File: config.mk
export PLATFORM = sky130hd
export DESIGN_NAME = asr_readout
export DESIGN_NICKNAME = d
export VERILOG_FILES = /design/src/asr_pkg.sv /design/src/asr_readout.sv /design/src/asr_fifo.sv
export VERILOG_INCLUDE_DIRS = /design/src /design/src/src
export SDC_FILE = /design/constraint.sdc
export NUM_CORES = 1
export LEC_CHECK = 0
export BUFFER_PORTS_ARGS = -buffer_cell sky130_fd_sc_hd__clkbuf_2
export CAP_MARGIN = 20
export CORE_MARGIN = 3
export CORE_UTILIZATION = 50
export CTS_BUF_LIST = sky130_fd_sc_hd__clkbuf_16
export CTS_CLUSTER_DIAMETER = 200
export DETAILED_ROUTE_END_ITERATION = 12
export GPL_ROUTABILITY_DRIVEN = 1
export PLACE_DENSITY = 0.76
export SKIP_CTS_REPAIR_TIMING = 1
export SLEW_MARGIN = 5
export SYNTH_ARGS = -nofsm -noshare
export SYNTH_HDL_FRONTEND = slang
export SYNTH_SLANG_ARGS = --single-unit
File: constraint.sdc
create_clock -name ref_clk -period 4.28 [get_ports ref_clk]
set_clock_uncertainty 0.2 [all_clocks]
set_input_delay 0.856 -clock ref_clk [delete_from_list [all_inputs] [get_ports ref_clk]]
set_output_delay 0.856 -clock ref_clk [all_outputs]
set_load 0.1 [all_outputs]
File: src/asr_params.svh
// constants for the converter readout: timing, bit positions and fifo sizing
`ifndef ASR_PARAMS_SVH
`define ASR_PARAMS_SVH

// ==========================================
// clock and conversion timing
`define ASR_CLK_PERIOD_NS          10
`define ASR_CONVERSION_INTERVAL_NS 3300

// ==========================================
// word layout
`define ASR_RESULT_BITS 12
`define ASR_LEAD_BITS   4
`define ASR_WORD_BITS   16
`define ASR_LEAD_VALUE  4'h0

// ==========================================
// serial clock edge counts
`define ASR_COUNT_BITS  5
`define ASR_LAST_EDGE   5'h10
`define ASR_TRACK_EDGE  5'h0E
`define ASR_PD_FIRST    5'h04
`define ASR_PD_LAST     5'h0B

// ==========================================
// result buffer
`define ASR_FIFO_DEPTH  16

`endif

File: src/asr_pkg.sv
// types used by the converter readout; its result buffer takes plain WIDTH-bit words
`include "asr_params.svh"

package asr_pkg;

	// ==========================================
	// operating modes
	typedef enum logic
	{
		ASR_MODE_INTERNAL = 1'b0,
		ASR_MODE_SERIAL   = 1'b1
	} asr_mode_t;

	// ==========================================
	// internal-clock conversion sequencer
	typedef enum logic [1:0]
	{
		ASR_CONV_IDLE = 2'b00,
		ASR_CONV_BUSY = 2'b01,
		ASR_CONV_DONE = 2'b10
	} asr_conv_t;

	// ==========================================
	// serial word: leading zeros then two's complement result
	typedef struct packed
	{
		logic [`ASR_LEAD_BITS-1:0]   lead;
		logic [`ASR_RESULT_BITS-1:0] code;
	} asr_word_t;

endpackage : asr_pkg

File: src/asr_readout.sv
// conversion control and serial readout for a 12-bit converter, two modes
// How it works
// - internal mode: convert-start falling edge starts conversion and holds the input.
// - internal mode: result is due in the output register within 3.3 us; it lands about 3.36 us after the pin falls, once no read is under way.
// - after the sixteenth clock data goes high-z; in internal mode the shift register also resets.
// - convert-start falling edge resets the output shift register; in internal mode only while serial clock is low.
// - internal mode: bits shift on falling edges; first zero follows first rise.
// - word is four zeros then twelve result bits, msb first.
// - lsb leaves on fifteenth fall, stays valid to sixteenth, then high-z.
// - internal mode: clocks past sixteen restart the shift and drive the data line again.
// - internal mode: edge counter clears on convert-start fall only while serial clock is low.
// - the sixteen read clocks may come in separate bursts.
// - serial mode: select falling holds input, drives data, starts conversion.
// - serial mode: track resumes on the fourteenth falling edge.
// - serial mode: early select rise aborts; else high-z at sixteenth fall.
// - serial mode: select fall shows first zero; each fall shifts next bit.
// - rising-edge hosts take first zero on first rise; lsb at sixteenth rise.
// - power-up in internal mode; stay there without clocks during conversion.
// - serial clock edge during conversion with convert-start low enters serial mode.
// - select low then high without clock edges returns to internal mode.
// - clock edges during select low keep serial mode; count decides power-down.
// - select rise after fourth, before eleventh fall powers the device down.
// - dummy conversion past eleventh fall powers up, fully after sixteen clocks.
// - result is two's complement, one lsb is full scale over 4096.
`timescale 1ns/1ps
`include "asr_params.svh"

module asr_readout
	import asr_pkg::*;
#(
	parameter int CONV_CYCLES = `ASR_CONVERSION_INTERVAL_NS / `ASR_CLK_PERIOD_NS,
	parameter int FIFO_DEPTH  = `ASR_FIFO_DEPTH
) (
	input  wire logic                        ref_clk,
	input  wire logic                        reset_n,
	input  wire logic                        serial_clock,
	input  wire logic                        convert_start_n,
	input  wire logic [`ASR_RESULT_BITS-1:0] sar_code,
	output logic                             serial_data_out,
	output logic                             serial_data_oe,
	output logic                             track_hold,
	output logic                             power_down,
	output logic                             serial_mode,
	output logic                             conversion_busy
);

	localparam int TW = $clog2(CONV_CYCLES + 1);

	// ==========================================
	// declarations
	logic                        sclk_meta;
	logic                        sclk_sync;
	logic                        sclk_prev;
	logic                        start_meta;
	logic                        start_sync;
	logic                        start_prev;
	logic                        sclk_rise;
	logic                        sclk_fall;
	logic                        sclk_edge;
	logic                        start_fall;
	logic                        start_rise;
	asr_mode_t                   mode;
	asr_conv_t                   conv_state;
	logic [TW-1:0]               conv_timer;
	logic [`ASR_RESULT_BITS-1:0] sample_code;
	logic [`ASR_COUNT_BITS-1:0]  bit_count;
	logic [`ASR_COUNT_BITS-1:0]  next_count;
	asr_word_t                   output_word;
	asr_word_t                   serial_word;
	logic                        frame_active;
	logic                        frame_edge_seen;
	logic                        dummy_frame;
	logic                        mode_switch;
	logic                        fifo_in_valid;
	logic                        fifo_in_ready;
	asr_word_t                   fifo_in_word;
	asr_word_t                   fifo_out_word;
	logic                        fifo_out_valid;
	logic                        fifo_out_ready;

	// ==========================================
	// bit picker: position 0 is the first leading zero
	function automatic logic asr_bit(input asr_word_t word, input logic [4:0] idx);
		logic [3:0] pos;
		pos = 4'hF - idx[3:0];
		return word[pos];
	endfunction : asr_bit

	// ==========================================
	// pin synchronisers and edge finders
	always_ff @(posedge ref_clk or negedge reset_n)
	begin
		if (!reset_n)
		begin
			sclk_meta  <= 1'b0;
			sclk_sync  <= 1'b0;
			sclk_prev  <= 1'b0;
			start_meta <= 1'b1;
			start_sync <= 1'b1;
			start_prev <= 1'b1;
		end
		else
		begin
			sclk_meta  <= serial_clock;
			sclk_sync  <= sclk_meta;
			sclk_prev  <= sclk_sync;
			start_meta <= convert_start_n;
			start_sync <= start_meta;
			start_prev <= start_sync;
		end
	end

	assign sclk_rise  = sclk_sync && !sclk_prev;
	assign sclk_fall  = !sclk_sync && sclk_prev;
	assign sclk_edge  = sclk_rise || sclk_fall;
	assign start_fall = !start_sync && start_prev;
	assign start_rise = start_sync && !start_prev;

	// any clock edge while converting with the start pin low
	assign mode_switch = (mode == ASR_MODE_INTERNAL) && (conv_state == ASR_CONV_BUSY)
		&& !start_sync && sclk_edge;

	// ==========================================
	// operating mode
	always_ff @(posedge ref_clk or negedge reset_n)
	begin
		if (!reset_n)
		begin
			mode <= ASR_MODE_INTERNAL;
		end
		else if (mode_switch)
		begin
			mode <= ASR_MODE_SERIAL;
		end
		else if (mode == ASR_MODE_SERIAL && frame_active && start_rise && !frame_edge_seen
			&& !sclk_edge)
		begin
			mode <= ASR_MODE_INTERNAL;
		end
	end

	assign serial_mode = (mode == ASR_MODE_SERIAL);

	// ==========================================
	// input sample taken at the hold instant
	always_ff @(posedge ref_clk or negedge reset_n)
	begin
		if (!reset_n)
		begin
			sample_code <= '0;
		end
		else if (start_fall)
		begin
			sample_code <= sar_code;
		end
	end

	// ==========================================
	// internal-clock conversion; a full buffer stalls the finish
	always_ff @(posedge ref_clk or negedge reset_n)
	begin
		if (!reset_n)
		begin
			conv_state <= ASR_CONV_IDLE;
			conv_timer <= '0;
		end
		else if (mode_switch)
		begin
			conv_state <= ASR_CONV_IDLE;
		end
		else if (mode == ASR_MODE_INTERNAL && start_fall)
		begin
			conv_state <= ASR_CONV_BUSY;
			conv_timer <= '0;
		end
		else
		begin
			unique case (conv_state)
				ASR_CONV_IDLE:
				begin
					conv_timer <= '0;
				end
				ASR_CONV_BUSY:
				begin
					if (conv_timer == TW'(CONV_CYCLES - 1))
					begin
						conv_state <= ASR_CONV_DONE;
					end
					else
					begin
						conv_timer <= conv_timer + 1'b1;
					end
				end
				ASR_CONV_DONE:
				begin
					if (fifo_in_ready)
					begin
						conv_state <= ASR_CONV_IDLE;
					end
				end
				default:
				begin
					conv_state <= ASR_CONV_IDLE;
				end
			endcase
		end
	end

	assign conversion_busy = (conv_state != ASR_CONV_IDLE) || frame_active;

	// result is already two's complement from the comparator array
	assign fifo_in_valid     = (conv_state == ASR_CONV_DONE);
	assign fifo_in_word.lead = `ASR_LEAD_VALUE;
	assign fifo_in_word.code = sample_code;

	// ==========================================
	// result buffer; only drained while no read is under way
	assign fifo_out_ready = (mode == ASR_MODE_INTERNAL) && !serial_data_oe
		&& (bit_count == '0);

	asr_fifo #(
		.WIDTH (`ASR_WORD_BITS),
		.DEPTH (FIFO_DEPTH)
	) u_result_fifo (
		.ref_clk   (ref_clk),
		.reset_n   (reset_n),
		.in_data   (fifo_in_word),
		.in_valid  (fifo_in_valid),
		.in_ready  (fifo_in_ready),
		.out_data  (fifo_out_word),
		.out_valid (fifo_out_valid),
		.out_ready (fifo_out_ready)
	);

	always_ff @(posedge ref_clk or negedge reset_n)
	begin
		if (!reset_n)
		begin
			output_word <= '0;
		end
		else if (fifo_out_valid && fifo_out_ready)
		begin
			output_word <= fifo_out_word;
		end
	end

	assign serial_word.lead = `ASR_LEAD_VALUE;
	assign serial_word.code = sample_code;

	// ==========================================
	// serial-mode frame bookkeeping
	always_ff @(posedge ref_clk or negedge reset_n)
	begin
		if (!reset_n)
		begin
			frame_active    <= 1'b0;
			frame_edge_seen <= 1'b0;
			dummy_frame     <= 1'b0;
		end
		else if (mode == ASR_MODE_SERIAL)
		begin
			if (start_fall)
			begin
				frame_active    <= 1'b1;
				frame_edge_seen <= 1'b0;
				dummy_frame     <= power_down;
			end
			else if (frame_active && start_rise)
			begin
				frame_active <= 1'b0;
			end
			else if (frame_active && sclk_fall && next_count == `ASR_LAST_EDGE)
			begin
				frame_active <= 1'b0;
			end
			if (frame_active && sclk_edge)
			begin
				frame_edge_seen <= 1'b1;
			end
		end
		else
		begin
			frame_active    <= 1'b0;
			frame_edge_seen <= 1'b0;
			dummy_frame     <= 1'b0;
		end
	end

	// ==========================================
	// power-down, serial mode only
	always_ff @(posedge ref_clk or negedge reset_n)
	begin
		if (!reset_n)
		begin
			power_down <= 1'b0;
		end
		else if (mode == ASR_MODE_SERIAL && frame_active)
		begin
			if (start_rise && frame_edge_seen && !power_down && bit_count >= `ASR_PD_FIRST
				&& bit_count < `ASR_PD_LAST)
			begin
				power_down <= 1'b1;
			end
			else if (sclk_fall && power_down && next_count == `ASR_PD_LAST)
			begin
				power_down <= 1'b0;
			end
		end
	end

	// ==========================================
	// track/hold: high while holding
	always_ff @(posedge ref_clk or negedge reset_n)
	begin
		if (!reset_n)
		begin
			track_hold <= 1'b0;
		end
		else if (start_fall)
		begin
			track_hold <= 1'b1;
		end
		else if (mode_switch || conv_state == ASR_CONV_DONE)
		begin
			track_hold <= 1'b0;
		end
		else if (mode == ASR_MODE_SERIAL && frame_active)
		begin
			if (start_rise || (sclk_fall && next_count == `ASR_TRACK_EDGE))
			begin
				track_hold <= 1'b0;
			end
		end
	end

	// ==========================================
	// shift register and data pin; count survives gaps between bursts
	assign next_count = bit_count + 1'b1;

	always_ff @(posedge ref_clk or negedge reset_n)
	begin
		if (!reset_n)
		begin
			bit_count       <= '0;
			serial_data_out <= 1'b0;
			serial_data_oe  <= 1'b0;
		end
		else if (mode_switch)
		begin
			// an aborted conversion must not leave the line driven in a frameless mode
			serial_data_oe  <= 1'b0;
			serial_data_out <= 1'b0;
		end
		else if (mode == ASR_MODE_INTERNAL)
		begin
			if (start_fall)
			begin
				serial_data_oe  <= 1'b0;
				serial_data_out <= 1'b0;
				if (!sclk_sync)
				begin
					bit_count <= '0;
				end
			end
			else if (sclk_rise && bit_count == '0)
			begin
				serial_data_oe  <= 1'b1;
				serial_data_out <= asr_bit(output_word, 5'h00);
			end
			else if (sclk_fall && serial_data_oe)
			begin
				if (next_count == `ASR_LAST_EDGE)
				begin
					bit_count       <= '0;
					serial_data_oe  <= 1'b0;
					serial_data_out <= 1'b0;
				end
				else
				begin
					bit_count       <= next_count;
					serial_data_out <= asr_bit(output_word, next_count);
				end
			end
		end
		else
		begin
			if (start_fall)
			begin
				bit_count       <= '0;
				serial_data_oe  <= 1'b1;
				serial_data_out <= asr_bit(serial_word, 5'h00);
			end
			else if (frame_active && start_rise)
			begin
				serial_data_oe  <= 1'b0;
				serial_data_out <= 1'b0;
			end
			else if (frame_active && sclk_fall)
			begin
				bit_count <= next_count;
				if (next_count == `ASR_LAST_EDGE)
				begin
					serial_data_oe  <= 1'b0;
					serial_data_out <= 1'b0;
				end
				else
				begin
					// a dummy frame drives nothing useful but keeps the timing
					serial_data_out <= dummy_frame ? 1'b0 : asr_bit(serial_word, next_count);
				end
			end
		end
	end

endmodule : asr_readout

File: src/asr_fifo.sv
// result buffer: registered read data, valid/ready on both sides
`timescale 1ns/1ps

module asr_fifo #(
	parameter int WIDTH = 16,
	parameter int DEPTH = 16
) (
	input  wire logic             ref_clk,
	input  wire logic             reset_n,
	input  wire logic [WIDTH-1:0] in_data,
	input  wire logic             in_valid,
	output logic                  in_ready,
	output logic      [WIDTH-1:0] out_data,
	output logic                  out_valid,
	input  wire logic             out_ready
);

	localparam int AW = $clog2(DEPTH);

	logic [WIDTH-1:0] mem [DEPTH];
	logic [AW-1:0]    wr_ptr;
	logic [AW-1:0]    rd_ptr;
	logic [AW:0]      fill;
	logic             push;
	logic             pop;

	// ==========================================
	// handshakes
	assign in_ready = (fill != (AW+1)'(DEPTH));
	assign push     = in_valid && in_ready;
	assign pop      = (fill != '0) && (!out_valid || out_ready);

	// ==========================================
	// storage
	always_ff @(posedge ref_clk)
	begin
		if (push)
		begin
			mem[wr_ptr] <= in_data;
		end
	end

	always_ff @(posedge ref_clk or negedge reset_n)
	begin
		if (!reset_n)
		begin
			wr_ptr <= '0;
			rd_ptr <= '0;
			fill   <= '0;
		end
		else
		begin
			if (push)
			begin
				wr_ptr <= wr_ptr + 1'b1;
			end
			if (pop)
			begin
				rd_ptr <= rd_ptr + 1'b1;
			end
			fill <= fill + (AW+1)'(push) - (AW+1)'(pop);
		end
	end

	// ==========================================
	// registered read stage
	always_ff @(posedge ref_clk or negedge reset_n)
	begin
		if (!reset_n)
		begin
			out_data  <= '0;
			out_valid <= 1'b0;
		end
		else if (pop)
		begin
			out_data  <= mem[rd_ptr];
			out_valid <= 1'b1;
		end
		else if (out_ready)
		begin
			out_valid <= 1'b0;
		end
	end

endmodule : asr_fifo

# Word-level counts from Yosys, hierarchy flattened
# Memory sizes are Yosys's and may differ from the RTL's. A register that Yosys moved wholly into a read port is not among the register bits.
# Cells that the tools add are included.
op_classes:
  addsub: 7
  eq_ne: 19
  muxes: 62
  n_lt_le_gt_ge: 3
  n_reduce_logical: 63
  bitwise_logic: 2
ops:
  columns: ["operator", "n"]
  rows:
  - ["$mux 5", 9]
  - ["$mux 1", 43]
  - ["$logic_and 1x1->1", 30]
  - ["$mux 9", 2]
  - ["$pmux 9 s2", 1]
  - ["$ne 3x3->1 const B", 4]
  - ["$reduce_bool 3->1", 4]
  - ["$eq 5x4->1 const B", 2]
  - ["$logic_not 1->1", 10]
  - ["$reduce_bool 5->1", 2]
  - ["$add 9x1->9 const B", 1]
  - ["$eq 9x9->1 const B", 1]
  - ["$ne 3x2->1 const B", 3]
  - ["$add 4x1->4 const B", 2]
  - ["$bmux 1 s4", 2]
  - ["$mux 2", 4]
  - ["$ne 4x2->1 const B", 2]
  - ["$reduce_bool 2->1", 4]
  - ["$pmux 2 s3", 1]
  - ["$reduce_and 2->1", 3]
  - ["$reduce_and 3->1", 2]
  - ["$reduce_and 6->1", 1]
  - ["$add 5x1->5", 1]
  - ["$add 5x1->5 const B", 1]
  - ["16 further kinds", 21]
word_totals:
  n_memories: 1
  in_bits: 16
  ramBits: 192
  register_bits: 88
  wordCells: 182
memory_table:
  columns: ["memory", "depth", "width", "read_ports", "rd_clocked_by_memory_dff", "write_ports", "line_no", "text"]
  rows:
  - ["u_result_fifo.mem", 16, 12, 1, 1, 1, "asr_fifo.sv:20", "logic [WIDTH-1:0] mem [DEPTH];"]

# Depth between registers and ports, before layout
depth:
  depth_word: 11
  mapped_depth: 17
  ltp_nobuf: 15

# Cells and area by module
# A second synthesis with hierarchy kept.
hier_totals:
  hier_cells: 845
  hier_area_um2: 14296.2
modules_own_cells:
  columns: ["mod", "instances", "area_per_inst_um2", "seq_area_each_um2", "cells_per_inst"]
  rows:
  - ["asr_fifo", 1, 11058.1, 8438.1, 522]
  - ["asr_readout", 1, 3238.1, 1455.1, 323]

# Worst setup path after synthesis
# No wires, ideal clock.
synth_path:
  kind: "register to register"
  start: "reg bit_count[0]"
  end: "reg u_result_fifo.fill[4]"
  synth_period_minus_slack_ns: 3.300
  setup_ns: 0.125
  path_slack_ns: 0.980
  required_ns: 3.955
  t_arrival_ns: 2.975
  stages_incl_launch_ff: 18
  cell_sequence: "dfrtp_1 > buf_2 > inv_1 > ha_1 > nor4b_2 > nand2_1 > a21oi_2 > buf_6 > ha_1 > inv_1 > ha_1 > inv_1 > fa_1 > inv_1 > a21oi_1 > nor2_1 > nor2_1 > xnor2_1"
synth_between:
  elab_chain_cells: 5
synth_rtl:
  columns: ["element", "line_no", "text"]
  rows:
  - ["start, declared", "asr_readout.sv:66", "logic [`ASR_COUNT_BITS-1:0] bit_count;"]
  - ["start signal, assigned", "asr_readout.sv:380", "bit_count <= next_count;"]
  - ["start signal, assigned", "asr_readout.sv:400", "bit_count <= next_count;"]
  - ["$logic_not 5->1", "asr_readout.sv:219", "&& (bit_count == '0);"]
  - ["$logic_and 1x1->1", "asr_readout.sv:219", null]
  - ["$logic_or 1x1->1", "asr_fifo.sv:31", "assign pop = (fill != '0) && (!out_valid || out_ready);"]
  - ["$logic_and 1x1->1", "asr_fifo.sv:31", null]
  - ["via u_result_fifo.pop", "asr_fifo.sv:25", "logic pop;"]
  - ["$sub 5x1->5", "asr_fifo.sv:61", "fill <= fill + (AW+1)'(push) - (AW+1)'(pop);"]
  - ["end signal, assigned", "asr_fifo.sv:61", null]
  - ["end, declared", "asr_fifo.sv:23", "logic [AW:0] fill;"]
# The timed path passes the listed nets, and every way through them passes these cells.
# A chain may end at the register's enable or synchronous reset.

# Worst setup path after layout
layout_path:
  start: "reg bit_count[0]"
  end: "reg u_result_fifo.fill[4]"
layout_between:
  elab_chain_cells: 5
layout_rtl:
  columns: ["element", "line_no"]
  rows:
  - ["$logic_not 5->1", "asr_readout.sv:219"]
  - ["$logic_and 1x1->1", "asr_readout.sv:219"]
  - ["$logic_or 1x1->1", "asr_fifo.sv:31"]
  - ["$logic_and 1x1->1", "asr_fifo.sv:31"]
  - ["$sub 5x1->5", "asr_fifo.sv:61"]
# No other way between the ends.

==> flow_summary.ini <==
[power_and_ir_drop]
power_density_nw_per_um2 = 490
netSwitchingPower_mw = 1.66
power.share.switching_pct = 26.5
peakVddDrop_uv = 428
clockPowerShare_pct = 37.7
combinationalPowerShare_pct = 11.6
p_leak_nw = 4.66
p_int_mw = 4.58
power_frac_seq_pct = 50.8

[floorplan]
coreArea_um2 = 22100
start_util_pct = 51.4
die-area_um2 = 24600
die_h_um = 157
ioPinCount = 22
dieWidth_um = 157
rows = 54

[sta]
tightestPinTransition_ns = 1.06
rsz0062_at_grt = no
fmax_mhz = 286
fin_crit_sh_pct = 81.6
hold_violations = 0
final-max-slew-violation-count = 0
min_period_ns = 3.49
finalSetupViolations = 0
fin_setup_tns_ns = 0
slew_headroom_pct = 29.0

[setup_path]
endpoint_kind = register
cp_max_fo = 17
cp.arrival_ns = 3.70
crit_type = register to register
startpoint_type = register
crit_required_ns = 4.49

[synth]
netlist_area_um2 = 11400
synth_cell_type_count = 59
syn_area_per_cell_um2 = 16.8
ys.flop_type = edfxtp_1
ys_seq_area_share_pct = 68.4
ys_ff_latch = 272
synth_area_leaders = edfxtp_1 51%, dfrtp_1 17%, mux4_2 13%, mux2_2 2.5%, nand2_1 2.3%
async_flop_share_pct = 29.4
syn_nets = 714
yosysTopAreaCell = edfxtp_1
ys_warn_count = 0
synthCells = 678
synth_top_area_share_pct = 50.8
synth_edf_count = 192

[clock_tree]
cts_max_path_buffers = 3
clkSinkCount = 272
clock_latency_ns = 0.54
cts.htree.levels = 1
cts_buffers = 27
path_clk_slew_ns = 0.06
clockRootBuffer = clkbuf_16
cts_tree = yes

[cells_and_area]
syn_to_final_growth_pct = 12.2
fin_nets = 752
final_cells = 1017
antenna_cells = 0
drive_gt1_share_pct = 25.0

[global_route]
grtUsageMet2_pct = 34.3
grt_overflow = 0
grt_max_degree = 81
grt_pass1_vias = 6359
met1_usage_pct = 24.9
grt_use_met3_pct = 4.09
track_usage_pct = 19.7
grt_antenna_before_repair = 0
grt_pass1_wl_um = 36500
top_usage_layer = met2

[drt]
detail-route-antenna-nets = 0
dr.pass1.iters = 5
wl_um = 23800
drc_errors = 0
num_vias = 6040
vias_per_cell = 5.94
drt_iter0_markers = 537
post_drt_wl_per_cell_um = 23.4

[placement]
dpl.hpwl_um = 14800
place.gp.congestion = 0.833
port-buffer-count = 21
placed_cells = 966

[worst_hold_path]
hold_class = register to register

[status]
outcome = complete, no violations

[job]
maxCapViolCount = 0
## cell type report
| class | instances | area [um2] |
|---|---|---|
| multi-input cells | 350 | 3360 |
| well taps | 280 | 350 |
| flip-flops and latches | 272 | 7770 |
| clock buffers | 27 | 676 |
| fillers | 1565 | 9350 |
| inverters | 24 | 90.1 |
| repair buffers | 41 | 274 |
| clock inverters | 23 | 216 |
## final timing paths
| check | to | cells past startpoint | from | slack (ns) |
|---|---|---|---|---|
| setup / recovery | u_result_fifo.fill[4] | 16 | bit_count[0] | 0.79 |
| hold / removal | sclk_sync | 0 | sclk_meta | 0.15 |
| setup reg to reg | u_result_fifo.fill[4] | 16 | bit_count[0] | 0.79 |
| hold reg to reg | sclk_sync | 0 | sclk_meta | 0.15 |
| max in group asynchronous | u_result_fifo.rd_ptr[0] | 1 | reset_n | 2.90 |
| min in group asynchronous | conv_timer[3] | 1 | reset_n | 0.29 |
## cells by family (layout without fill, tap and decap cells)
group / after synthesis / count (layout) / share of synthesized area [%]
buffers and inverters: 56 / 115 / 2.13
multiplexers: 93 / 93 / 15.6
XOR/XNOR: 16 / 16 / 1.23
flip-flops: 272 / 272 / 68.4
AND/OR/NAND/NOR: 160 / 160 / 6.82
adder cells (fa/ha/maj): 22 / 22 / 2.45
AO/OA/AOI/OAI: 59 / 59 / 3.32
## placed cells by master (no fill, tap or decap), drive strengths merged, types with 2 or more instances in the layout
cell type  Yosys  layout
a22oi          2       2
mux4          65      65
mux2          25      25
nor2          33      33
a31oi          2       2
dfstp          3       3
o22ai          4       4
and2b          2       2
o31ai          2       2
ha            19      19
mux2i          3       3
nand3b         2       2
nand2b         6       6
nand4          3       3
nor4           6       6
nand2         70      70
buf           16      21
xnor2         12      12
a21oi         17      17
dfrtp         77      77
xor2           4       4
or3b           2       2
bufinv         0       4
nor2b          5       5
nand3          8       8
and2           3       3
nor3           8       8
maj3           2       2
edfxtp       192     192
clkinv         0      12
nor4b          2       2
clkbuf        16      47
inv           24      30
a32o           2       2
nor3b          3       3
o21ai         17      17
a21o           3       3
or3            2       2
## critical path, stage by stage, from the launching register on
cell and delay [ns]:
dfrtp_1 0.52, inv_1 0.20, ha_1 0.17, nor4b_2 0.34, nand2_1 0.14, a21oi_2 0.16
buf_4 0.26, ha_1 0.27, inv_1 0.06, ha_1 0.16, inv_1 0.06, fa_1 0.43
inv_1 0.07, a21oi_1 0.06, nor2_1 0.09, nor2_1 0.06, xnor2_1 0.12
## routing by layer
layer,vias up,share of wire [%]
li1,2667,-
met1,3120,39
met2,200,52
met3,53,6.4
met4,0,3.3
met5,-,0
## synth_stat cells, types with 4 or more instances
cell type / number
a21oi_1: 16
buf_1: 6
buf_2: 7
clkbuf_1: 16
dfrtp_1: 77
edfxtp_1: 192
ha_1: 19
inv_1: 24
mux2_2: 25
mux4_2: 65
nand2_1: 70
nand2b_1: 6
nand3_1: 8
nor2_1: 33
nor2b_1: 5
nor3_1: 8
nor4_1: 5
o21ai_0: 16
o22ai_1: 4
xnor2_1: 12
xor2_1: 4
## power by group through the flow
stage | clock network, mW | logic (mW) | registers, mW
3_5_place_dp | 0 | 0.714 | 3.22
4_1_cts | 2.39 | 0.719 | 3.17
6_report | 2.35 | 0.723 | 3.17
2_1_floorplan | 0 | 0.482 | 3.23
3_3_place_gp | 0 | 0.696 | 3.20
5_1_grt | 2.49 | 0.787 | 3.19
## sequential cells by signal, summed over array words and instances, names as in the netlist, 2 cells and up
name and count:
u_result_fifo.fill 5, conv_timer 9, bit_count 5, sample_code 12, u_result_fifo.out_data 12, output_word 12
u_result_fifo.rd_ptr 4, u_result_fifo.mem 192, conv_state 2, u_result_fifo.wr_ptr 4
## per-stage QoR
| step | total power, mW | setup WS [ns] | cell area [um2] | utilization [%] | hold slack [ns] |
|---|---|---|---|---|---|
| after floorplan | 3.72 | 0.980 | 11400 | - | 0.131 |
| after global placement | 3.90 | 0.915 | 11800 | 53.6 | 0.136 |
| after detailed placement | 3.93 | 0.781 | 11800 | 53.6 | 0.140 |
| after CTS | 6.28 | 0.762 | 12700 | 57.6 | 0.150 |
| after global routing | 6.47 | 0.539 | 12700 | 57.7 | 0.151 |
| final | 6.24 | 0.787 | 12700 | 57.7 | 0.146 |
Note: power is estimated with default switching activity, not from simulation.
